`src/common/dupd_params.svh`:
```
// Constants for the dual serial port decode and interrupt glue
`ifndef DUPD_PARAMS_SVH
`define DUPD_PARAMS_SVH

// ****************************************
// Fixed register address
// ****************************************
`define DUPD_DMA_REG_ADDR      16'h02F7

// ****************************************
// Reset values
// ****************************************
`define DUPD_OPTION_RESET      8'h00
`define DUPD_DMA_EN_RESET      8'h00
`define DUPD_ADDR_RESET        16'h0000
`define DUPD_BYTE_RESET        8'h00
`define DUPD_CTL_RESET         8'hFF
`define DUPD_REG_ADDR_RESET    3'h0

// ****************************************
// Option byte a field positions
// ****************************************
`define DUPD_CARD_ENABLE_BIT   0
`define DUPD_ONE_LOW_NAND_BIT  6
`define DUPD_ONE_A8_BIT        5
`define DUPD_ONE_A3_BIT        4
`define DUPD_TWO_LOW_NAND_BIT  3
`define DUPD_TWO_A8_BIT        2
`define DUPD_TWO_A3_BIT        1

// ****************************************
// Option byte b field positions
// ****************************************
`define DUPD_ONE_UPPER_MSB     5
`define DUPD_ONE_UPPER_LSB     3
`define DUPD_TWO_UPPER_MSB     2
`define DUPD_TWO_UPPER_LSB     0

// ****************************************
// Synchronised control pin positions
// ****************************************
`define DUPD_CTL_CMD_N         0
`define DUPD_CTL_MEM_IO        1
`define DUPD_CTL_IOR_N         2
`define DUPD_CTL_IOW_N         3
`define DUPD_CTL_BUF_DIR       4
`define DUPD_CTL_BUF_GATE_N    5
`define DUPD_CTL_IRQ_ONE       6
`define DUPD_CTL_IRQ_TWO       7

// ****************************************
// Interrupt status bit positions
// ****************************************
`define DUPD_ISR_IRQ_ONE       0
`define DUPD_ISR_IRQ_TWO       1
`define DUPD_ISR_TC            2

`endif

```
`src/common/dupd_pkg.sv`:
```
// Types for the dual serial port decode and interrupt glue
package dupd_pkg;

    // ****************************************
    // Bus cycle states
    // ****************************************
    typedef enum logic [0:0] {
        DUPD_IDLE   = 1'b0,
        DUPD_ACTIVE = 1'b1
    } dupd_cycle_type;

    // ****************************************
    // Whole state of the top module
    // ****************************************
    typedef struct packed {
        logic [15:0]    addrMeta;
        logic [15:0]    addrSync;
        logic [7:0]     ctlMeta;
        logic [7:0]     ctlSync;
        logic [7:0]     dataMeta;
        logic [7:0]     dataSync;
        logic [7:0]     uartMeta;
        logic [7:0]     uartSync;
        dupd_cycle_type cycle;
        logic [2:0]     regAddr;
        logic           selOne_n;
        logic           selTwo_n;
        logic           liveOne_n;
        logic           liveTwo_n;
        logic           isrRead;
        logic [7:0]     optionByteA;
        logic [7:0]     optionByteB;
        logic [7:0]     dmaEnable;
        logic           irqLowOe;
        logic           irqHighOe;
        logic           cardSelect;
        logic [7:0]     hostOut;
        logic           hostOe;
        logic [7:0]     intOut;
        logic           intOe;
    } dupd_state_type;

endpackage : dupd_pkg

```
`src/logic/dupd_chan_match.sv`:
```
// One serial channel address comparator
`timescale 1ns/1ps
`include "dupd_params.svh"

module dupd_chan_match (
    input  wire logic [15:3] addr,
    input  wire logic        isIo,
    input  wire logic        cardEnable,
    input  wire logic        lowNandCfg,
    input  wire logic        a8Cfg,
    input  wire logic        a3Cfg,
    input  wire logic [2:0]  upperCfg,
    output logic             select_n
);

    logic upperMatch_n;
    logic norHigh;
    logic nandMid;
    logic nandLow;

    // ****************************************
    // Compressed address bits
    // ****************************************
    always_comb begin
        norHigh      = ~(addr[15] | addr[11] | addr[10]);
        nandMid      = ~(addr[9] & addr[5]);
        nandLow      = ~(addr[7] & addr[6] & addr[4]);
        upperMatch_n = (addr[14:12] != upperCfg);
    end

    // ****************************************
    // Comparator, gated to I/O cycles
    // ****************************************
    always_comb begin
        select_n = ~(norHigh == 1'b1
                   && nandMid == 1'b0
                   && nandLow == lowNandCfg
                   && addr[8] == a8Cfg
                   && addr[3] == a3Cfg
                   && upperMatch_n == 1'b0
                   && cardEnable == 1'b1
                   && isIo);
    end

endmodule : dupd_chan_match

```
`src/logic/dupd_irq_route.sv`:
```
// Routes serial and terminal count interrupts onto two request lines
`timescale 1ns/1ps

module dupd_irq_route (
    input  wire logic uartIrqOne,
    input  wire logic uartIrqTwo,
    input  wire logic tcIrq,
    input  wire logic oneAtFirstBase,
    input  wire logic twoAtFirstBase,
    output logic      irqLowAssert,
    output logic      irqHighAssert
);

    // ****************************************
    // Line selection from stored address bit 8
    // ****************************************
    always_comb begin
        irqLowAssert  = tcIrq
                      | (uartIrqOne & ~oneAtFirstBase)
                      | (uartIrqTwo & ~twoAtFirstBase);
        irqHighAssert = (uartIrqOne & oneAtFirstBase)
                      | (uartIrqTwo & twoAtFirstBase);
    end

endmodule : dupd_irq_route

```
`src/logic/dupd_port_decode.sv`:
```
// Dual serial port address decode, UART select latch and interrupt routing
// Functional notes
// - Each channel sits at any of eight standard serial port bases.
// - Upper thirteen address bits decoded; low three go to the UART.
// - NOR of address bits 15, 11, 10 must be one.
// - NAND of address bits 9 and 5 must be zero.
// - NAND of bits 7, 6, 4 matches option a bit 6 or 3.
// - Address bit 8 matches option a bit 5 or 2.
// - Address bit 3 matches option a bit 4 or 1.
// - Address bits 14-12 match option b bits 5-3 or 2-0.
// - Serial decode off until card enable bit is set; resets to zero.
// - Matches only during I/O cycles, never memory cycles.
// - Each comparator drives its own active-low channel select.
// - Fixed address 2F7 holds write-only DMA enable, read-only interrupt status.
// - Register address and selects captured on command strobe, held for cycle.
// - UART chip select is AND of both latched active-low selects.
// - Latched channel-two select drives the UART channel pick.
// - UART accesses finish in the default cycle without wait states.
// - Request lines active-low, level, open-drain for sharing.
// - Low line for terminal count or non-first-base channel; high for first base.
// - Line choice per channel uses stored address bit 8 option bits.
// - Data isolation buffer steered by direction and active-low gate.
`timescale 1ns/1ps
`include "dupd_params.svh"

module dupd_port_decode (
    input  wire logic        clk,
    input  wire logic        rst_n,
    input  wire logic [15:0] hostAddr,
    input  wire logic        memIo,
    input  wire logic        cmd_n,
    input  wire logic        ioRead_n,
    input  wire logic        ioWrite_n,
    input  wire logic        buffer_direction,
    input  wire logic        buffer_gate_n,
    input  wire logic        uart_irq_one,
    input  wire logic        uart_irq_two,
    input  wire logic        tcIrq,
    input  wire logic        optionWriteA,
    input  wire logic        optionWriteB,
    input  wire logic [7:0]  optionData,
    input  wire logic [7:0]  hostDataIn,
    output logic [7:0]       hostDataOut,
    output logic             hostDataOe,
    input  wire logic [7:0]  intDataIn,
    output logic [7:0]       intDataOut,
    output logic             intDataOe,
    output logic             channel_one_select_n,
    output logic             channel_two_select_n,
    output logic             cardSelect,
    output logic [2:0]       uartRegAddr,
    output logic             uartChipSelect_n,
    output logic             uart_channel_pick,
    output logic [7:0]       dma_request_enable,
    output logic [7:0]       option_byte_a,
    output logic [7:0]       option_byte_b,
    output logic             card_enable,
    output logic             irqLowOut,
    output logic             irqLowOe,
    output logic             irqHighOut,
    output logic             irqHighOe
);

    dupd_pkg::dupd_state_type stateQ;
    dupd_pkg::dupd_state_type stateD;

    logic       liveOne_n;
    logic       liveTwo_n;
    logic       dmaHit;
    logic       cmdActive;
    logic       isIo;
    logic       irqLowAssert;
    logic       irqHighAssert;
    logic [7:0] interrupt_status;

    // ****************************************
    // Decoding of the fixed register address
    // ****************************************
    function automatic logic is_dma_reg(input logic [15:0] addr);
        is_dma_reg = (addr == `DUPD_DMA_REG_ADDR);
    endfunction : is_dma_reg

    // ****************************************
    // Decoded views of synchronised pins
    // ****************************************
    always_comb begin
        cmdActive = ~stateQ.ctlSync[`DUPD_CTL_CMD_N];
        isIo      = ~stateQ.ctlSync[`DUPD_CTL_MEM_IO];
        dmaHit    = is_dma_reg(stateQ.addrSync) & isIo;
    end

    // ****************************************
    // Channel comparators
    // ****************************************
    dupd_chan_match u_match_one (
        .addr       (stateQ.addrSync[15:3]),
        .isIo       (isIo),
        .cardEnable (stateQ.optionByteA[`DUPD_CARD_ENABLE_BIT]),
        .lowNandCfg (stateQ.optionByteA[`DUPD_ONE_LOW_NAND_BIT]),
        .a8Cfg      (stateQ.optionByteA[`DUPD_ONE_A8_BIT]),
        .a3Cfg      (stateQ.optionByteA[`DUPD_ONE_A3_BIT]),
        .upperCfg   (stateQ.optionByteB[`DUPD_ONE_UPPER_MSB:`DUPD_ONE_UPPER_LSB]),
        .select_n   (liveOne_n)
    );

    dupd_chan_match u_match_two (
        .addr       (stateQ.addrSync[15:3]),
        .isIo       (isIo),
        .cardEnable (stateQ.optionByteA[`DUPD_CARD_ENABLE_BIT]),
        .lowNandCfg (stateQ.optionByteA[`DUPD_TWO_LOW_NAND_BIT]),
        .a8Cfg      (stateQ.optionByteA[`DUPD_TWO_A8_BIT]),
        .a3Cfg      (stateQ.optionByteA[`DUPD_TWO_A3_BIT]),
        .upperCfg   (stateQ.optionByteB[`DUPD_TWO_UPPER_MSB:`DUPD_TWO_UPPER_LSB]),
        .select_n   (liveTwo_n)
    );

    // ****************************************
    // Interrupt routing
    // ****************************************
    dupd_irq_route u_irq_route (
        .uartIrqOne     (stateQ.ctlSync[`DUPD_CTL_IRQ_ONE]),
        .uartIrqTwo     (stateQ.ctlSync[`DUPD_CTL_IRQ_TWO]),
        .tcIrq          (tcIrq),
        .oneAtFirstBase (stateQ.optionByteA[`DUPD_ONE_A8_BIT]),
        .twoAtFirstBase (stateQ.optionByteA[`DUPD_TWO_A8_BIT]),
        .irqLowAssert   (irqLowAssert),
        .irqHighAssert  (irqHighAssert)
    );

    // ****************************************
    // Interrupt status image
    // ****************************************
    always_comb begin
        interrupt_status                    = 8'h00;
        interrupt_status[`DUPD_ISR_IRQ_ONE] = stateQ.ctlSync[`DUPD_CTL_IRQ_ONE];
        interrupt_status[`DUPD_ISR_IRQ_TWO] = stateQ.ctlSync[`DUPD_CTL_IRQ_TWO];
        interrupt_status[`DUPD_ISR_TC]      = tcIrq;
    end

    // ****************************************
    // Next state
    // ****************************************
    always_comb begin
        stateD = stateQ;

        // ****************************************
        // Two-stage synchronisers on all pins except tcIrq and the option inputs
        // ****************************************
        stateD.addrMeta = hostAddr;
        stateD.addrSync = stateQ.addrMeta;
        stateD.ctlMeta  = {uart_irq_two,
                           uart_irq_one,
                           buffer_gate_n,
                           buffer_direction,
                           ioWrite_n,
                           ioRead_n,
                           memIo,
                           cmd_n};
        stateD.ctlSync  = stateQ.ctlMeta;
        stateD.dataMeta = hostDataIn;
        stateD.dataSync = stateQ.dataMeta;
        stateD.uartMeta = intDataIn;
        stateD.uartSync = stateQ.uartMeta;

        // ****************************************
        // Unlatched decodes
        // ****************************************
        stateD.liveOne_n  = liveOne_n;
        stateD.liveTwo_n  = liveTwo_n;
        stateD.cardSelect = ~liveOne_n | ~liveTwo_n | dmaHit;

        // ****************************************
        // Option bytes written during setup
        // ****************************************
        if (optionWriteA) begin
            stateD.optionByteA = optionData;
        end
        if (optionWriteB) begin
            stateD.optionByteB = optionData;
        end

        // ****************************************
        // Bus cycle latch
        // ****************************************
        case (stateQ.cycle)
            dupd_pkg::DUPD_IDLE: begin
                stateD.selOne_n = 1'b1;
                stateD.selTwo_n = 1'b1;
                stateD.isrRead  = 1'b0;
                if (cmdActive) begin
                    stateD.cycle    = dupd_pkg::DUPD_ACTIVE;
                    stateD.regAddr  = stateQ.addrSync[2:0];
                    stateD.selOne_n = liveOne_n;
                    stateD.selTwo_n = liveTwo_n;
                    stateD.isrRead  = dmaHit & ~stateQ.ctlSync[`DUPD_CTL_IOR_N];
                    if (dmaHit && !stateQ.ctlSync[`DUPD_CTL_IOW_N]) begin
                        stateD.dmaEnable = stateQ.dataSync;
                    end
                end
            end
            dupd_pkg::DUPD_ACTIVE: begin
                // Held with no wait state until the strobe ends
                if (!cmdActive) begin
                    stateD.cycle    = dupd_pkg::DUPD_IDLE;
                    stateD.selOne_n = 1'b1;
                    stateD.selTwo_n = 1'b1;
                    stateD.isrRead  = 1'b0;
                end
            end
            default: begin
                stateD.cycle = dupd_pkg::DUPD_IDLE;
            end
        endcase

        // ****************************************
        // Data isolation buffer
        // ****************************************
        stateD.hostOe  = ~stateQ.ctlSync[`DUPD_CTL_BUF_GATE_N]
                       & stateQ.ctlSync[`DUPD_CTL_BUF_DIR];
        stateD.intOe   = ~stateQ.ctlSync[`DUPD_CTL_BUF_GATE_N]
                       & ~stateQ.ctlSync[`DUPD_CTL_BUF_DIR];
        stateD.hostOut = stateQ.isrRead ? interrupt_status : stateQ.uartSync;
        stateD.intOut  = stateQ.dataSync;

        // ****************************************
        // Open-drain request lines
        // ****************************************
        stateD.irqLowOe  = irqLowAssert;
        stateD.irqHighOe = irqHighAssert;
    end

    // ****************************************
    // State register
    // ****************************************
    always_ff @(posedge clk or negedge rst_n) begin
        if (!rst_n) begin
            stateQ.addrMeta    <= `DUPD_ADDR_RESET;
            stateQ.addrSync    <= `DUPD_ADDR_RESET;
            stateQ.ctlMeta     <= `DUPD_CTL_RESET;
            stateQ.ctlSync     <= `DUPD_CTL_RESET;
            stateQ.dataMeta    <= `DUPD_BYTE_RESET;
            stateQ.dataSync    <= `DUPD_BYTE_RESET;
            stateQ.uartMeta    <= `DUPD_BYTE_RESET;
            stateQ.uartSync    <= `DUPD_BYTE_RESET;
            stateQ.cycle       <= dupd_pkg::DUPD_IDLE;
            stateQ.regAddr     <= `DUPD_REG_ADDR_RESET;
            stateQ.selOne_n    <= 1'b1;
            stateQ.selTwo_n    <= 1'b1;
            stateQ.liveOne_n   <= 1'b1;
            stateQ.liveTwo_n   <= 1'b1;
            stateQ.isrRead     <= 1'b0;
            stateQ.optionByteA <= `DUPD_OPTION_RESET;
            stateQ.optionByteB <= `DUPD_OPTION_RESET;
            stateQ.dmaEnable   <= `DUPD_DMA_EN_RESET;
            stateQ.irqLowOe    <= 1'b0;
            stateQ.irqHighOe   <= 1'b0;
            stateQ.cardSelect  <= 1'b0;
            stateQ.hostOut     <= `DUPD_BYTE_RESET;
            stateQ.hostOe      <= 1'b0;
            stateQ.intOut      <= `DUPD_BYTE_RESET;
            stateQ.intOe       <= 1'b0;
        end else begin
            stateQ <= stateD;
        end
    end

    // ****************************************
    // Outputs
    // ****************************************
    always_comb begin
        channel_one_select_n = stateQ.liveOne_n;
        channel_two_select_n = stateQ.liveTwo_n;
        cardSelect           = stateQ.cardSelect;
        uartRegAddr          = stateQ.regAddr;
        uartChipSelect_n     = stateQ.selOne_n & stateQ.selTwo_n;
        uart_channel_pick    = stateQ.selTwo_n;
    end

    // ****************************************
    // Configuration outputs
    // ****************************************
    always_comb begin
        dma_request_enable   = stateQ.dmaEnable;
        option_byte_a        = stateQ.optionByteA;
        option_byte_b        = stateQ.optionByteB;
        card_enable          = stateQ.optionByteA[`DUPD_CARD_ENABLE_BIT];
    end

    // ****************************************
    // Data buffer and request line outputs
    // ****************************************
    always_comb begin
        hostDataOut          = stateQ.hostOut;
        hostDataOe           = stateQ.hostOe;
        intDataOut           = stateQ.intOut;
        intDataOe            = stateQ.intOe;
        irqLowOut            = 1'b0;
        irqLowOe             = stateQ.irqLowOe;
        irqHighOut           = 1'b0;
        irqHighOe            = stateQ.irqHighOe;
    end

endmodule : dupd_port_decode

```
`config.mk`:
```
export PLATFORM = sky130hd
export DESIGN_NAME = dupd_port_decode
export DESIGN_NICKNAME = d
export VERILOG_FILES = /design/src/common/dupd_pkg.sv /design/src/logic/dupd_chan_match.sv /design/src/logic/dupd_irq_route.sv /design/src/logic/dupd_port_decode.sv
export VERILOG_INCLUDE_DIRS = /design/src /design/src/common
export SDC_FILE = /design/constraint.sdc
export NUM_CORES = 1
export LEC_CHECK = 0
export ABC_AREA = 1
export ABC_CLOCK_PERIOD_IN_PS = 1800
export BUFFER_PORTS_ARGS = -buffer_cell sky130_fd_sc_hd__buf_2
export CAP_MARGIN = 40
export CELL_PAD_IN_SITES_DETAIL_PLACEMENT = 1
export CELL_PAD_IN_SITES_GLOBAL_PLACEMENT = 1
export CORE_ASPECT_RATIO = 1.5
export CORE_MARGIN = 2
export CORE_UTILIZATION = 44
export CTS_BUF_LIST = sky130_fd_sc_hd__clkbuf_8
export DETAILED_ROUTE_END_ITERATION = 8
export PLACE_DENSITY = 0.88
export RECOVER_POWER = 25
export SLEW_MARGIN = 10
export SYNTH_ARGS = -nofsm -noshare
export SYNTH_HDL_FRONTEND = slang
export SYNTH_SLANG_ARGS = --single-unit
```
`constraint.sdc`:
```
create_clock -name clk -period 1.8 [get_ports clk]
set_clock_uncertainty 0.2 [all_clocks]
set_input_delay 0.27 -clock clk [delete_from_list [all_inputs] [get_ports clk]]
set_output_delay 0.27 -clock clk [all_outputs]
set_load 0.05 [all_outputs]
```
Word-level counts from Yosys, hierarchy flattened --
Cells that the tools add are included.
Word-level totals: register bits after elaboration 134, output and inout bits 55
Cells by class: bitwise operators 33, muxes and demuxes 9, equality and inequality tests 10, reductions and logical operators 17
Operators by type and width (number):
- $eq 16x10->1 const B | 1
- $logic_and 1x1->1 | 14
- $not 1->1 | 14
- $and 1x1->1 | 12
- $mux 8 | 1
- $or 1x1->1 | 7
- $eq 1x1->1 | 6
- $mux 6 | 1
- $ne 3x3->1 | 2
- $pmux 1 s2 | 2
- $pmux 2 s2 | 1
- $mux 1 | 3
- $reduce_and 3->1 | 1
- $mux 2 | 1
- $ne 2x1->1 const B | 1
- $reduce_and 2->1 | 1
- $logic_not 1->1 | 1

Depth between registers and ports, before layout --
word-level depth 13, gate-level depth with buffers 9, gate-level depth less buffers 9

Modules after synthesis --
A second synthesis with hierarchy kept.
Unflattened totals: cell total of the unflattened synthesis 367, area total of the unflattened synthesis 4704.5 um2
Modules (own cells, without submodules):
- dupd_port_decode | cells each 288, area each 4356.7 um2, instances 1
- dupd_chan_match | cells each 35, area each 152.6 um2, instances 2
- dupd_irq_route | cells each 9, area each 42.5 um2, instances 1

Worst setup path after synthesis --
Ideal clock, no wire load.
path kind reg-to-output, start point register stateQ, in the netlist uart_channel_pick, end point output uartChipSelect_n, path slack 0.257 ns, data arrival time 1.073 ns, data required time 1.330 ns, cell stages (with the launch flop) 3, cells stage by stage dfstp_2 > nand2_1 > inv_1
On the way: cells in the longest elaborated chain, start to end 1
RTL lines:
- from (decl) | RTL line dupd_port_decode.sv:64 | dupd_pkg::dupd_state_type stateQ;
- $and 1x1->1 | RTL line dupd_port_decode.sv:275 | uartChipSelect_n = stateQ.selOne_n & stateQ.selTwo_n;
- to (decl) | RTL line dupd_port_decode.sv:52 | output logic uartChipSelect_n,
No other way between the ends.

Final worst setup path --
Same ends and word-level chain as after synthesis.

==> flow_metrics.tcl <==
set metrics [dict create \
    cp_max_fo 3 \
    die_area_um2 11300 \
    p_per_area_nw_per_um2 1080 \
    wl_per_cell_um 16.1 \
    cts_setup_buffers 0 \
    fp.coreArea_um2 10200 \
    path_cells "nand2_1 -> inv_2 -> buf_6" \
    syn_area_per_cell_um2 12.4 \
    final_cell_area_um2 5950 \
    grt_max_degree 51 \
    vias_per_cell 4.58 \
    drv_slew 0 \
    layout_common_cells "dfrtp_1, buf_2, nand2_1" \
    ys_seq_elements 134 \
    ys_seq_area_frac 0.733 \
    die_h_um 129 \
    synthCells 371 \
    r2r-end "dma_request_enable[3]$_DFFE_PN0P_" \
    htreeDepth 4 \
    max_stage_delay_ps 550 \
    post-dp-hpwl_um 6990 \
    ys_types 24 \
    drive_gt1_frac 0.355 \
    endpoint_kind "output port" \
    syn_area_um2 4610 \
    setup_violations 0 \
    finalHoldViolations 0 \
    ys_warn_count 0 \
    maxCapViolCount 0 \
    crit_arrival_ps 1250 \
    min_path_type "input port to flip-flop" \
    crit_required_ps 1330 \
    rsz0062_at_grt "false" \
    max_freq_mhz 583 \
    finalWorstSetupSlack_ps 84.7 \
    fp-row-count 45 \
    place.gp.congestion 0.793 \
    grt_pass1_vias 3394 \
    status "complete, no violations" \
    finalCritPeriodShare 0.953 \
    rrSetupSlack_ps 120 \
    ant_nets 0 \
    whs_endpoint "option_byte_a[5]$_DFFE_PN0P_" \
    path_buf_inv 2 \
    peakVddDrop_mv 0.504 \
    crit_slowest_cell "dfstp_2" \
    antenna_found_initial 0 \
    crit_path_start_kind "flip-flop" \
    cp_top_family "flip-flops" \
    cts_buffers 17 \
    relSlewSlack 0.422 \
    cts_tree "built" \
    r2r_cells 7 \
    drc 0 \
    root_buffer "clkbuf_8" \
    min_from "optionWriteA" \
    fp.dieW_um 87.6 \
    drt_first_pass_iters 4 \
    rr_startpoint "stateQ[115]$_DFF_PN0_" \
    vias 3017 \
    drt_iter0_drc 147 \
    port_buffers 105 \
    insertedDiodeCount 0 \
    ioPinCount 108 \
    cts_buffer_depth 2 \
    final_nets 558 \
    flow.area_growth_from_synthesis_pct 28.9 \
    pre_cts_slack_ps 223 \
    hold_path_depth 3 \
    setup_tns_ps 0 \
    clkSinkCount 134 \
    path_clk_slew_ps 70 \
    grt-ovfl-total 0 \
    tightest_slew_ps 867 \
    critPathKind "flip-flop to output port" \
    initial_utilization 0.453 \
    grt.total_usage 0.204 \
    clock_latency_ps 430 \
    leakagePower_nw 3.01 \
    final_common_cell "dfrtp_1" \
    wl_um 10600 \
    period_needed_ps 1720 \
    grt_pass1_wl_um 16700 \
    place_area_um2 5020 \
    whs_ps 33.6 \
]
[how the worst max path moves through the flow]
stage | depth (start not counted) | endpoint | slack [ps] | from
after floorplan | 2 | uartChipSelect_n | 260 | uart_channel_pick$_DFFE_PN1N_
after global placement | 6 | dma_request_enable[3]$_DFFE_PN0P_ | 310 | stateQ[115]$_DFF_PN0_
after detailed placement | 6 | dma_request_enable[3]$_DFFE_PN0P_ | 220 | stateQ[115]$_DFF_PN0_
after CTS | 3 | uartChipSelect_n | 2 | uart_channel_pick$_DFFE_PN1N_
after global routing | 3 | uartChipSelect_n | 10 | uart_channel_pick$_DFFE_PN1N_
final | 3 | uartChipSelect_n | 80 | uart_channel_pick$_DFFE_PN1N_
[metrics by stage]
| stage | util | std cells | power, W |
|---|---|---|---|
| final | 0.583 | 659 | 0.00642 |
| after global routing | 0.583 | 659 | 0.00669 |
| after CTS | 0.583 | 659 | 0.00647 |
| after detailed placement | 0.493 | 575 | 0.00397 |
| after global placement | 0.493 | 575 | 0.00393 |
| after floorplan | - | 372 | 0.00379 |
[per-layer routing]
| layer | vias to the layer above | track usage | part of all wire |
|---|---|---|---|
| met2 | 96 | 0.376 | 0.59 |
| li1 | 1357 | - | - |
| met1 | 1545 | 0.206 | 0.35 |
| met3 | 19 | 0.0490 | 0.031 |
| met4 | 0 | 0.113 | 0.025 |
| met5 | - | 0 | 0 |
[cells by family (layout without fill, tap and decap cells)]
logic type / Yosys count / after routing / share of synthesized area
AO/OA/AOI/OAI: 14 / 14 / 0.0168
XOR/XNOR: 3 / 3 / 0.00570
other: 1 / 2 / 0.000813
multiplexers: 9 / 9 / 0.0220
flip-flops: 134 / 134 / 0.733
AND/OR/NAND/NOR: 124 / 124 / 0.115
buffers and inverters: 86 / 232 / 0.107
[synth_stat cells]
| cell type | n | area (µm²) |
|---|---|---|
| a21oi_1 | 3 | 15.0 |
| buf_2 | 1 | 5.00 |
| buf_4 | 45 | 338 |
| clkbuf_1 | 2 | 7.51 |
| conb_1 | 1 | 3.75 |
| dfrtp_1 | 114 | 2850 |
| dfstp_2 | 20 | 526 |
| inv_1 | 30 | 113 |
| inv_2 | 8 | 30.0 |
| mux2_2 | 9 | 101 |
| nand2_1 | 70 | 263 |
| nand2_2 | 2 | 12.5 |
| nand3_1 | 15 | 75.1 |
| nand4_1 | 2 | 12.5 |
| nand4_2 | 1 | 12.5 |
| nor2_1 | 30 | 113 |
| nor2_2 | 2 | 12.5 |
| nor2_4 | 1 | 11.3 |
| nor2_8 | 1 | 20.0 |
| o211ai_1 | 1 | 7.51 |
| o21ai_0 | 8 | 40.0 |
| o221ai_1 | 1 | 8.76 |
| o22ai_1 | 1 | 6.26 |
| xnor2_1 | 3 | 26.3 |
[layout make-up]
cell class | count | area, µm²
Fill cell | 1053 | 4250
Sequential cell | 134 | 3380
Timing Repair Buffer | 162 | 1100
Multi-Input combinational cell | 152 | 753
Clock buffer | 22 | 303
Tap cell | 141 | 176
Inverter | 38 | 143
Clock inverter | 10 | 93.8
[where the power goes]
part | total, W | internal [W] | switching (W)
clock | 0.00242 | 0.00128 | 0.00114
combinational | 0.000733 | 0.000233 | 0.000499
sequential | 0.00327 | 0.00318 | 0.0000868
total | 0.00642 | 0.00470 | 0.00172
[worst reg2reg max path: stages (launching register included)]
cell     delay (ps)
dfrtp_1         440
nor2_1          130
nand3_1         100
nor2_2          190
nand2_2         120
nor2_8          180
nand3_1         120
nand2_1         130
[sequential cells by signal (all words and copies together) (netlist names), 2 cells and up]
name and count:
option_byte_b 8, dma_request_enable 8, uartRegAddr 3, hostDataOut 8
stateQ 33, interrupt_status 2, intDataOut 8, option_byte_a 8
stateD 48
[repair_timing]
action                     CTS  global route
hold endpoints to repair   178             0
resized for setup            1             3
setup endpoints to repair    1             3
hold buffers                52             0
gates cloned                 0             0
Note: power is estimated with default switching activity, not from simulation.
